===== src/logic/ufc_defines.svh =====
// offsets, field positions, reset values and counts of the fifo control block
// assumes a byte-addressed register port with one 32-bit word per register
`ifndef UFC_DEFINES_SVH
`define UFC_DEFINES_SVH

`define UFC_ADDR_W          8
`define UFC_OFF_IDENT_CTRL  8'h08
`define UFC_OFF_INT_STAT    8'h0C
`define UFC_OFF_INT_MASK    8'h10
`define UFC_OFF_STATE       8'h14

`define UFC_BIT_FIFO_EN     0
`define UFC_BIT_RX_CLR      1
`define UFC_BIT_TX_CLR      2
`define UFC_BIT_DMA_MODE    3
`define UFC_TRIG_LSB        6
`define UFC_TRIG_MSB        7
`define UFC_RST_CTRL        8'h00

`define UFC_INT_W           3
`define UFC_INT_RX_TRIG     0
`define UFC_INT_RX_TOUT     1
`define UFC_INT_TX_EMPTY    2
`define UFC_RST_INT         3'h0

`define UFC_ST_RXCNT_LSB    8
`define UFC_ST_TXCNT_LSB    16

`define UFC_TRIG_LVL0       8'h01
`define UFC_TRIG_LVL1       8'h04
`define UFC_TRIG_LVL2       8'h08
`define UFC_TRIG_LVL3       8'h0E

`define UFC_TOUT_CHARS      3'h4

`endif


===== src/logic/ufc_pkg.sv =====
// types shared by the fifo control block
// assumes ufc_defines.svh is on the include path
`include "ufc_defines.svh"

package ufc_pkg;

    typedef enum logic [1:0] {
        UFC_TRIG_1  = 2'b00,
        UFC_TRIG_4  = 2'b01,
        UFC_TRIG_8  = 2'b10,
        UFC_TRIG_14 = 2'b11
    } ufc_trig_t;

    typedef struct packed {
        logic                  fifo_en;
        ufc_trig_t             trig;
        logic                  dma_mode;
        logic                  tx_clr;
        logic                  rx_clr;
        logic                  mode_clr;
        logic [`UFC_INT_W-1:0] int_stat;
        logic [`UFC_INT_W-1:0] int_mask;
        logic [2:0]            tout_cnt;
        logic                  tx_empty_q;
        logic [31:0]           rdata;
    } ufc_ctl_state_t;

endpackage


===== src/logic/ufc_ctrl.sv =====
// fifo control register, transmit and receive fifos, trigger and time-out
// assumes the serial engines and the identification encoder sit outside
//
// Our own choices: the strobed register port and the address map.
`timescale 1ns/1ns
`include "ufc_defines.svh"

// Operation
// control register is write-only, decoded at the identification address
// reads there return identification; writes touch only control fields
// other control fields are programmed only when fifo enable is written 1
// trigger code 0,1,2,3 selects 1, 4, 8 or 14 byte threshold
// data-ready interrupt while fill at threshold; withdrawn below it
// software always writes dma mode bit as 1 after every reset
// dma mode bit acts only with fifos enabled; 1 selects request mode
// writing 1 to bit 2 empties transmit fifo; bit self-clears
// writing 1 to bit 1 empties receive fifo; bit self-clears
// clearing fifo enable gives non-fifo mode and resets both fifos
// fifo enable set buffers transmit and receive paths through fifos
// receive fifo idle four character times while non-empty flags time-out
// reserved control bits ignored; all fields zero after reset
module ufc_ctrl #(
    parameter int WIDTH = 8,
    parameter int DEPTH = 16,
    parameter int CW    = $clog2(DEPTH + 1)
) (
    input  wire logic                  clk,
    input  wire logic                  rst_n,
    input  wire logic [`UFC_ADDR_W-1:0] reg_addr,
    input  wire logic [31:0]           reg_wdata,
    input  wire logic                  reg_wr,
    input  wire logic                  reg_rd,
    output      logic [31:0]           reg_rdata,
    input  wire logic [7:0]            int_ident,
    input  wire logic                  tx_in_valid,
    input  wire logic [WIDTH-1:0]      tx_in_data,
    output      logic                  tx_in_ready,
    output      logic                  tx_out_valid,
    output      logic [WIDTH-1:0]      tx_out_data,
    input  wire logic                  tx_out_ready,
    input  wire logic                  rx_in_valid,
    input  wire logic [WIDTH-1:0]      rx_in_data,
    output      logic                  rx_in_ready,
    output      logic                  rx_out_valid,
    output      logic [WIDTH-1:0]      rx_out_data,
    input  wire logic                  rx_out_ready,
    input  wire logic                  char_tick,
    output      logic                  fifo_mode,
    output      logic                  dma_request_mode,
    output      logic [1:0]            rx_trigger_level,
    output      logic                  rx_data_ready_int,
    output      logic                  rx_timeout_int,
    output      logic                  rx_dma_req,
    output      logic                  tx_dma_req,
    output      logic                  irq
);

    ufc_pkg::ufc_ctl_state_t r;
    ufc_pkg::ufc_ctl_state_t n;

    logic                  wr_ctrl;
    logic                  wr_stat;
    logic                  wr_mask;
    logic                  tx_clear;
    logic                  rx_clear;
    logic [CW-1:0]         tx_cnt;
    logic [CW-1:0]         rx_cnt;
    logic [CW-1:0]         rx_thr;
    logic                  rx_push;
    logic                  rx_pop;
    logic                  rx_activity;
    logic                  trig_hit;
    logic                  tout_evt;
    logic                  tx_empty;
    logic [`UFC_INT_W-1:0] int_set;
    logic [`UFC_INT_W-1:0] int_clr;
    logic [31:0]           state_word;

    // threshold in bytes for each trigger code
    function automatic logic [CW-1:0] thr_of(
        input ufc_pkg::ufc_trig_t t
    );
        logic [CW-1:0] v;
        v = CW'(`UFC_TRIG_LVL0);
        case (t)
            ufc_pkg::UFC_TRIG_1: begin
                v = CW'(`UFC_TRIG_LVL0);
            end
            ufc_pkg::UFC_TRIG_4: begin
                v = CW'(`UFC_TRIG_LVL1);
            end
            ufc_pkg::UFC_TRIG_8: begin
                v = CW'(`UFC_TRIG_LVL2);
            end
            ufc_pkg::UFC_TRIG_14: begin
                v = CW'(`UFC_TRIG_LVL3);
            end
            default: begin
                v = CW'(`UFC_TRIG_LVL0);
            end
        endcase
        return v;
    endfunction

    // transmit flush
    // mode change flush
    assign tx_clear = r.tx_clr | r.mode_clr;
    // receive flush
    assign rx_clear = r.rx_clr | r.mode_clr;

    // fifo mode buffers the transmit path
    ufc_fifo #(
        .WIDTH (WIDTH),
        .DEPTH (DEPTH),
        .CW    (CW)
    ) u_tx_fifo (
        .clk        (clk),
        .rst_n      (rst_n),
        .clear      (tx_clear),
        .single     (~r.fifo_en),
        .push_valid (tx_in_valid),
        .push_data  (tx_in_data),
        .push_ready (tx_in_ready),
        .pop_valid  (tx_out_valid),
        .pop_ready  (tx_out_ready),
        .pop_data   (tx_out_data),
        .count      (tx_cnt)
    );

    // fifo mode buffers the receive path
    ufc_fifo #(
        .WIDTH (WIDTH),
        .DEPTH (DEPTH),
        .CW    (CW)
    ) u_rx_fifo (
        .clk        (clk),
        .rst_n      (rst_n),
        .clear      (rx_clear),
        .single     (~r.fifo_en),
        .push_valid (rx_in_valid),
        .push_data  (rx_in_data),
        .push_ready (rx_in_ready),
        .pop_valid  (rx_out_valid),
        .pop_ready  (rx_out_ready),
        .pop_data   (rx_out_data),
        .count      (rx_cnt)
    );

    assign rx_push     = rx_in_valid & rx_in_ready;
    assign rx_pop      = rx_out_ready & rx_out_valid & ~rx_clear;
    assign rx_activity = rx_push | rx_pop | rx_clear;
    assign tx_empty    = (tx_cnt == '0);

    // code to threshold
    assign rx_thr = thr_of(r.trig);

    // fill at or above threshold
    assign trig_hit = r.fifo_en & (rx_cnt >= rx_thr);

    always_comb begin
        state_word = '0;
        state_word[`UFC_BIT_FIFO_EN]  = r.fifo_en;
        state_word[`UFC_BIT_DMA_MODE] = r.dma_mode;
        state_word[`UFC_TRIG_MSB:`UFC_TRIG_LSB] = r.trig;
        state_word[`UFC_ST_RXCNT_LSB +: CW] = rx_cnt;
        state_word[`UFC_ST_TXCNT_LSB +: CW] = tx_cnt;
    end

    always_comb begin
        n          = r;
        n.tx_clr   = 1'b0;
        n.rx_clr   = 1'b0;
        n.mode_clr = 1'b0;
        n.rdata    = '0;

        // shared address decode
        wr_ctrl = reg_wr & (reg_addr == `UFC_OFF_IDENT_CTRL);
        wr_stat = reg_wr & (reg_addr == `UFC_OFF_INT_STAT);
        wr_mask = reg_wr & (reg_addr == `UFC_OFF_INT_MASK);

        if (wr_ctrl) begin
            // enable bit and flush on change
            n.fifo_en  = reg_wdata[`UFC_BIT_FIFO_EN];
            n.mode_clr = reg_wdata[`UFC_BIT_FIFO_EN] ^ r.fifo_en;
            // fields gated by enable
            // reserved bits dropped
            if (reg_wdata[`UFC_BIT_FIFO_EN]) begin
                n.trig = ufc_pkg::ufc_trig_t'(
                    reg_wdata[`UFC_TRIG_MSB:`UFC_TRIG_LSB]);
                n.dma_mode = reg_wdata[`UFC_BIT_DMA_MODE];
                // one-cycle transmit clear
                n.tx_clr   = reg_wdata[`UFC_BIT_TX_CLR];
                // one-cycle receive clear
                n.rx_clr   = reg_wdata[`UFC_BIT_RX_CLR];
            end
        end

        if (wr_mask) begin
            n.int_mask = reg_wdata[`UFC_INT_W-1:0];
        end

        // character-time idle counter
        if (!r.fifo_en || (rx_cnt == '0) || rx_activity) begin
            n.tout_cnt = '0;
        end else if (char_tick && (r.tout_cnt != `UFC_TOUT_CHARS)) begin
            n.tout_cnt = r.tout_cnt + 1'b1;
        end
        tout_evt = (n.tout_cnt == `UFC_TOUT_CHARS) &
                   (r.tout_cnt != `UFC_TOUT_CHARS);

        n.tx_empty_q = tx_empty;

        // sticky events, set wins over clear
        int_set = '0;
        int_set[`UFC_INT_RX_TRIG]  = trig_hit;
        int_set[`UFC_INT_RX_TOUT]  = tout_evt;
        int_set[`UFC_INT_TX_EMPTY] = tx_empty & ~r.tx_empty_q;

        int_clr = wr_stat ? reg_wdata[`UFC_INT_W-1:0] : '0;
        // withdraw below threshold
        int_clr[`UFC_INT_RX_TRIG] = int_clr[`UFC_INT_RX_TRIG] | ~trig_hit;
        // fifo access ends time-out
        int_clr[`UFC_INT_RX_TOUT] = int_clr[`UFC_INT_RX_TOUT] | rx_activity;

        n.int_stat = (r.int_stat & ~int_clr) | int_set;

        // reads at the control address see identification only
        if (reg_rd) begin
            case (reg_addr)
                `UFC_OFF_IDENT_CTRL: begin
                    n.rdata = {24'h00_0000, int_ident};
                end
                `UFC_OFF_INT_STAT: begin
                    n.rdata = {29'h0000_0000, r.int_stat};
                end
                `UFC_OFF_INT_MASK: begin
                    n.rdata = {29'h0000_0000, r.int_mask};
                end
                `UFC_OFF_STATE: begin
                    n.rdata = state_word;
                end
                default: begin
                    n.rdata = '0;
                end
            endcase
        end
    end

    // reset to zero, except tx_empty_q to one
    always_ff @(posedge clk or negedge rst_n) begin
        if (!rst_n) begin
            r            <= '0;
            // fifos leave reset empty: no false empty edge
            r.tx_empty_q <= 1'b1;
        end else begin
            r <= n;
        end
    end

    assign reg_rdata        = r.rdata;
    assign fifo_mode        = r.fifo_en;
    assign rx_trigger_level = r.trig;

    // dma mode only with fifos on
    assign dma_request_mode = r.fifo_en & r.dma_mode;

    // enabled data-ready interrupt
    assign rx_data_ready_int = r.int_stat[`UFC_INT_RX_TRIG] &
                               r.int_mask[`UFC_INT_RX_TRIG];
    // enabled time-out interrupt
    assign rx_timeout_int    = r.int_stat[`UFC_INT_RX_TOUT] &
                               r.int_mask[`UFC_INT_RX_TOUT];

    // request lines in dma mode
    assign rx_dma_req = dma_request_mode &
                        (trig_hit | r.int_stat[`UFC_INT_RX_TOUT]);
    assign tx_dma_req = dma_request_mode & tx_empty;

    assign irq = |(r.int_stat & r.int_mask);

endmodule


===== src/logic/ufc_fifo.sv =====
// one character fifo with occupancy count, clear and single-entry mode
// assumes clear and single come from flops of the same clock domain
`timescale 1ns/1ns

module ufc_fifo #(
    parameter int WIDTH = 8,
    parameter int DEPTH = 16,
    parameter int CW    = $clog2(DEPTH + 1),
    parameter int AW    = $clog2(DEPTH)
) (
    input  wire logic             clk,
    input  wire logic             rst_n,
    input  wire logic             clear,
    input  wire logic             single,
    input  wire logic             push_valid,
    input  wire logic [WIDTH-1:0] push_data,
    output      logic             push_ready,
    output      logic             pop_valid,
    input  wire logic             pop_ready,
    output      logic [WIDTH-1:0] pop_data,
    output      logic [CW-1:0]    count
);

    typedef struct packed {
        logic [DEPTH-1:0][WIDTH-1:0] mem;
        logic [AW-1:0]               wp;
        logic [AW-1:0]               rp;
        logic [CW-1:0]               cnt;
    } ufc_fifo_state_t;

    ufc_fifo_state_t r;
    ufc_fifo_state_t n;
    logic            full;
    logic            do_push;
    logic            do_pop;

    always_comb begin
        // non-fifo mode holds just one character
        full       = single ? (r.cnt != '0) : (r.cnt == CW'(DEPTH));
        push_ready = ~full & ~clear;
        do_push    = push_valid & push_ready;
        do_pop     = pop_ready & (r.cnt != '0) & ~clear;
        n          = r;
        if (clear) begin
            n.wp  = '0;
            n.rp  = '0;
            n.cnt = '0;
        end else begin
            if (do_push) begin
                n.mem[r.wp] = push_data;
                n.wp = (r.wp == AW'(DEPTH - 1)) ? '0 : r.wp + 1'b1;
            end
            if (do_pop) begin
                n.rp = (r.rp == AW'(DEPTH - 1)) ? '0 : r.rp + 1'b1;
            end
            case ({do_push, do_pop})
                2'b10: begin
                    n.cnt = r.cnt + 1'b1;
                end
                2'b01: begin
                    n.cnt = r.cnt - 1'b1;
                end
                default: begin
                    n.cnt = r.cnt;
                end
            endcase
        end
    end

    assign pop_valid = (r.cnt != '0);
    assign pop_data  = r.mem[r.rp];
    assign count     = r.cnt;

    always_ff @(posedge clk or negedge rst_n) begin
        if (!rst_n) begin
            r <= '0;
        end else begin
            r <= n;
        end
    end

endmodule


===== config.mk =====
export PLATFORM = sky130hd
export DESIGN_NAME = ufc_ctrl
export DESIGN_NICKNAME = d
export VERILOG_FILES = /design/src/logic/ufc_pkg.sv /design/src/logic/ufc_ctrl.sv /design/src/logic/ufc_fifo.sv
export VERILOG_INCLUDE_DIRS = /design/src /design/src/logic
export SDC_FILE = /design/constraint.sdc
export NUM_CORES = 1
export LEC_CHECK = 0
export BUFFER_PORTS_ARGS = -buffer_cell sky130_fd_sc_hd__buf_4
export CAP_MARGIN = 10
export CORE_ASPECT_RATIO = 1.25
export CORE_MARGIN = 3
export CORE_UTILIZATION = 54
export CTS_CLUSTER_DIAMETER = 100
export DETAILED_ROUTE_END_ITERATION = 10
export PLACE_DENSITY_LB_ADDON = 0.25
export SYNTH_ARGS = -nofsm -noshare
export SYNTH_HDL_FRONTEND = slang
export SYNTH_SLANG_ARGS = --single-unit

===== constraint.sdc =====
create_clock -name clk -period 3 [get_ports clk]
set_clock_uncertainty 0.05 [all_clocks]
set_input_delay 0.45 -clock clk [delete_from_list [all_inputs] [get_ports clk]]
set_output_delay 0.45 -clock clk [all_outputs]
set_load 0.02 [all_outputs]

==> results.md <==
- Crit path buffers/inverters: 2
- Max_cap viols: 0
- Synth Cell Area: between 15000 and 20000 µm²
- Sequential-to-total area share from yosys stat: a little over half
- Clk pwr share: between 30% and 40%
- Final setup vio count: 0
- Reg-to-reg startpoint: u_tx_fifo.count[1]
- Antenna violations before repair: 0
- Crit end category: output port
- CP cell instances: buf_12, mux4_2, mux4_2, buf_4
- Relative slew slack: around 45%
- Crit Path Class: flip-flop to output port
- Die area: slightly above 30000 µm²
- Synth-to-layout area growth: 16.20%
- Critical path arrival: 2400 ps
- Worst path depth: 4
- WP data required: about 2500 ps
- Placed cells: between 1000 and 1500
- Fill cell count: 2066
- First-pass GRT wire length: ~53000 µm
- Net switching fraction of the power: 28.30%
- Fmax: around 340 MHz
- Largest net degree at the start of global routing: between 80 and 90
- Final antenna-violating net count: 0
- Layout cells sized above 1: a little under half
- Core Region: around 28000 µm²
- Syn avg cell area: about 14 µm²
- Sequential Power Share: roughly two fifths
- Cell internal pwr: between 8 and 9 mW
- VDD IR max: 0.0004379 V
- Crit Reg-Reg Endpoint: u_tx_fifo.count[4]
- Hold Path Cell Cnt: 3
- Gate Count Post-Synth: between 1000 and 1500
- Starting Density: between 50 and 60%
- CTS tree: built
- Net Sw Power: roughly 3.5 mW
- TritonCTS Buffers: 34
- CTS sink cnt: 317
- Netlist cell types: 64
- Inserted Diodes: 0
- Logic gate share of total power: between 20% and 30%
- Hold path endpoint: rx_trigger_level[1]
- Clock transition at path regs: 60 ps
- Top delay family on crit path: multiplexers
- Overall via count from detail_route: around 9000
- Ys async rst share: 100.0%
- Final WS setup: between 90 and 100 ps
- Die Wd: around 160 µm
- Clock root buffer: clkbuf_16
- Final period util: a little over nine tenths
- # H-tree levels: 2
- Setup slack, reg-to-reg: around 200 ps
- Cell Count, Final, Fillers Out: 1559
- Vias/cell: 5.902
- PD cells: 691.5 nW/µm²
- Fin. Hold Viols: 0
- EDFF count, synth: 0
- Port bufs: between 90 and 100
- Fin crit period: 2902 ps
- Final slew viol count: 0
- LEAKAGE: between 8 and 9 nW
- Synth warnings: 0
- HP Class: primary input to flip-flop
- Final nets: around 1300
- Delay of the slowest critical-path stage: ~540 ps
- Clock tree buffer depth: 3
- First-pass iteration count of the detailed router: 4
- Row count: 68
- Initial DRC count: between 400 and 500
- Primary FF master, synth: dfrtp_1
- Gpl congestion: around 0.84
- Crit start category: flip-flop
- GRT Residual Overflow: 0
- Hpwl dp: approximately 22000 µm
- Total GRT Usage: ~22%
- Crit path top cell by count: mux4_2
- Final instance area: 17720 µm²
- Register bit count reported by yosys: 317
- Die height: about 190 µm
- Final Power: between 10 and 15 mW
- Clk_lat worst skew: just over 500 ps
- Measured slew at the worst slew-check pin: 819.9 ps
- Residual DRC count: 0
- Pre-CTS setup slack: between 150 and 200 ps
- CP max stage cell: mux4_2
- Crit Path Max Fanout: 18
- Final Util: 63.90%
- Worst r2r path cells: 9
- IO Pins: approximately 130
- Routed len/inst: between 20 and 25 µm
- Placed Area: ~16000 µm²
- Routed wire length: 32780 µm
- Hold path startpoint: reg_wdata[7]
- Vias in the first global route: a little under 10000
- Status: completed
## worst max path at each step
stage,start,end,slack (ps)
2_1_floorplan,u_tx_fifo.count[1],u_tx_fifo.count[4],40
3_3_place_gp,u_tx_fifo.count[3],u_tx_fifo.count[4],210
3_5_place_dp,u_tx_fifo.count[1],u_tx_fifo.count[4],170
4_1_cts,u_rx_fifo.count[1],rx_in_ready,20
5_1_grt,u_rx_fifo.count[0],rx_dma_req,-20
6_report,u_rx_fifo.r[5],rx_out_data[6],100
## cells in the final DEF, fill, tap and decap left out, drive strengths merged, types with 6 or more instances in the layout
| master | Yosys | final |
|---|---|---|
| dfrtp | 316 | 316 |
| o21ai | 13 | 13 |
| mux2i | 9 | 9 |
| inv | 17 | 17 |
| buf | 47 | 148 |
| and2 | 16 | 16 |
| nand4 | 7 | 7 |
| and3 | 7 | 7 |
| nand3 | 18 | 18 |
| mux4 | 80 | 80 |
| nand2 | 55 | 55 |
| nor2b | 6 | 6 |
| ha | 18 | 18 |
| mux2 | 260 | 260 |
| conb | 1 | 14 |
| a21oi | 22 | 22 |
| nor3 | 17 | 17 |
| clkbuf | 46 | 53 |
| xor2 | 8 | 8 |
| nor2 | 43 | 43 |
| or4 | 7 | 7 |
## registers in the layout, summed over array words and instances (netlist names)
| register | count |
|---|---|
| u_rx_fifo.r | 136 |
| r | 14 |
| reg_rdata | 18 |
| rx_trigger_level | 2 |
| u_tx_fifo.count | 5 |
| fifo_mode | 1 |
| u_tx_fifo.r | 136 |
| u_rx_fifo.count | 5 |
## worst reg2reg max path, stage by stage (launching register included)
cell and delay, ps:
dfrtp_1 420, or4_4 580, o21ai_1 170, nor2_1 70, xor2_1 150, ha_1 210
or4_1 390, or3_1 310, a21oi_1 160, mux2i_1 200
## power groups by stage
stage | combinational [mW] | clock (mW) | sequential [mW]
after floorplan | 2.00 | 0 | 4.96
after global placement | 2.65 | 0 | 5.18
after detailed placement | 2.70 | 0 | 5.20
after CTS | 2.74 | 4.44 | 5.12
after global routing | 3.03 | 4.59 | 5.20
final | 2.76 | 4.35 | 5.14
## cells by family after synthesis
family	after synthesis	share of synthesized area (%)
flops	317	52.01
fa+ha+maj	18	1.477
buf+inv	110	3.658
compound gates	76	3.396
xor+xnor	12	0.6890
simple gates	196	7.120
mux	349	31.62
other cells	1	0.02458
## Yosys cell counts (6+ instances only)
cell / n / area, µm²
mux4_2: 80 / 1802
nand2_1: 50 / 187.7
o21ai_0: 11 / 55.05
nor2b_1: 6 / 37.54
inv_1: 17 / 63.81
mux2_2: 256 / 2883
ha_1: 18 / 225.2
nand4_1: 7 / 43.79
and3_1: 7 / 43.79
clkbuf_1: 46 / 172.7
nand3_1: 18 / 90.09
mux2i_1: 8 / 80.08
buf_2: 8 / 40.04
dfrtp_1: 316 / 7908
and2_1: 16 / 100.1
or4_1: 6 / 45.04
a21oi_1: 22 / 110.1
nor3_1: 7 / 35.03
xor2_1: 8 / 70.07
buf_4: 34 / 255.2
nor3_2: 6 / 60.06
nor2_1: 38 / 142.6
## area by class of cell
class                           count  area [µm²]  area share [%]
Sequential cell                   317        7938           44.78
Multi-Input combinational cell    665        6843           38.61
Timing Repair Buffer              150        1261           7.116
Clock buffer                       52        1062           5.993
Tap cell                          350       437.9           2.471
Clock inverter                      8       118.9          0.6706
Inverter                           17       63.81          0.3600
## routing by layer
metal	part of all wire [%]	global-route usage, %	wire length, µm	up-vias
li1	-	-	-	4146
met1	41	28.10	13450	4856
met2	54	39.14	17750	142
met3	2.6	2.925	864	57
met4	2.2	5.547	717	0
met5	0	0	0	-
## per-stage QoR
step                      setup TNS (ps)  hold WS (ps)
after global placement                 0         416.6
after detailed placement               0         432.3
after global routing              -17.64         106.8
final                                  0         111.7
after CTS                              0         93.61
after floorplan                        0         104.4
## timing repair
| action | 4_1_cts | 5_1_grt |
|---|---|---|
| setup buffers | 2 | 0 |
| hold buffers | 1 | 0 |
| cloned | 0 | 1 |
| resized for setup | 2 | 7 |
| endpoints found under the setup margin | 5 | 7 |
| hold endpoints to repair | 79 | 0 |
| pin swaps | 0 | 1 |
Note: power is estimated with default switching activity, not from simulation.
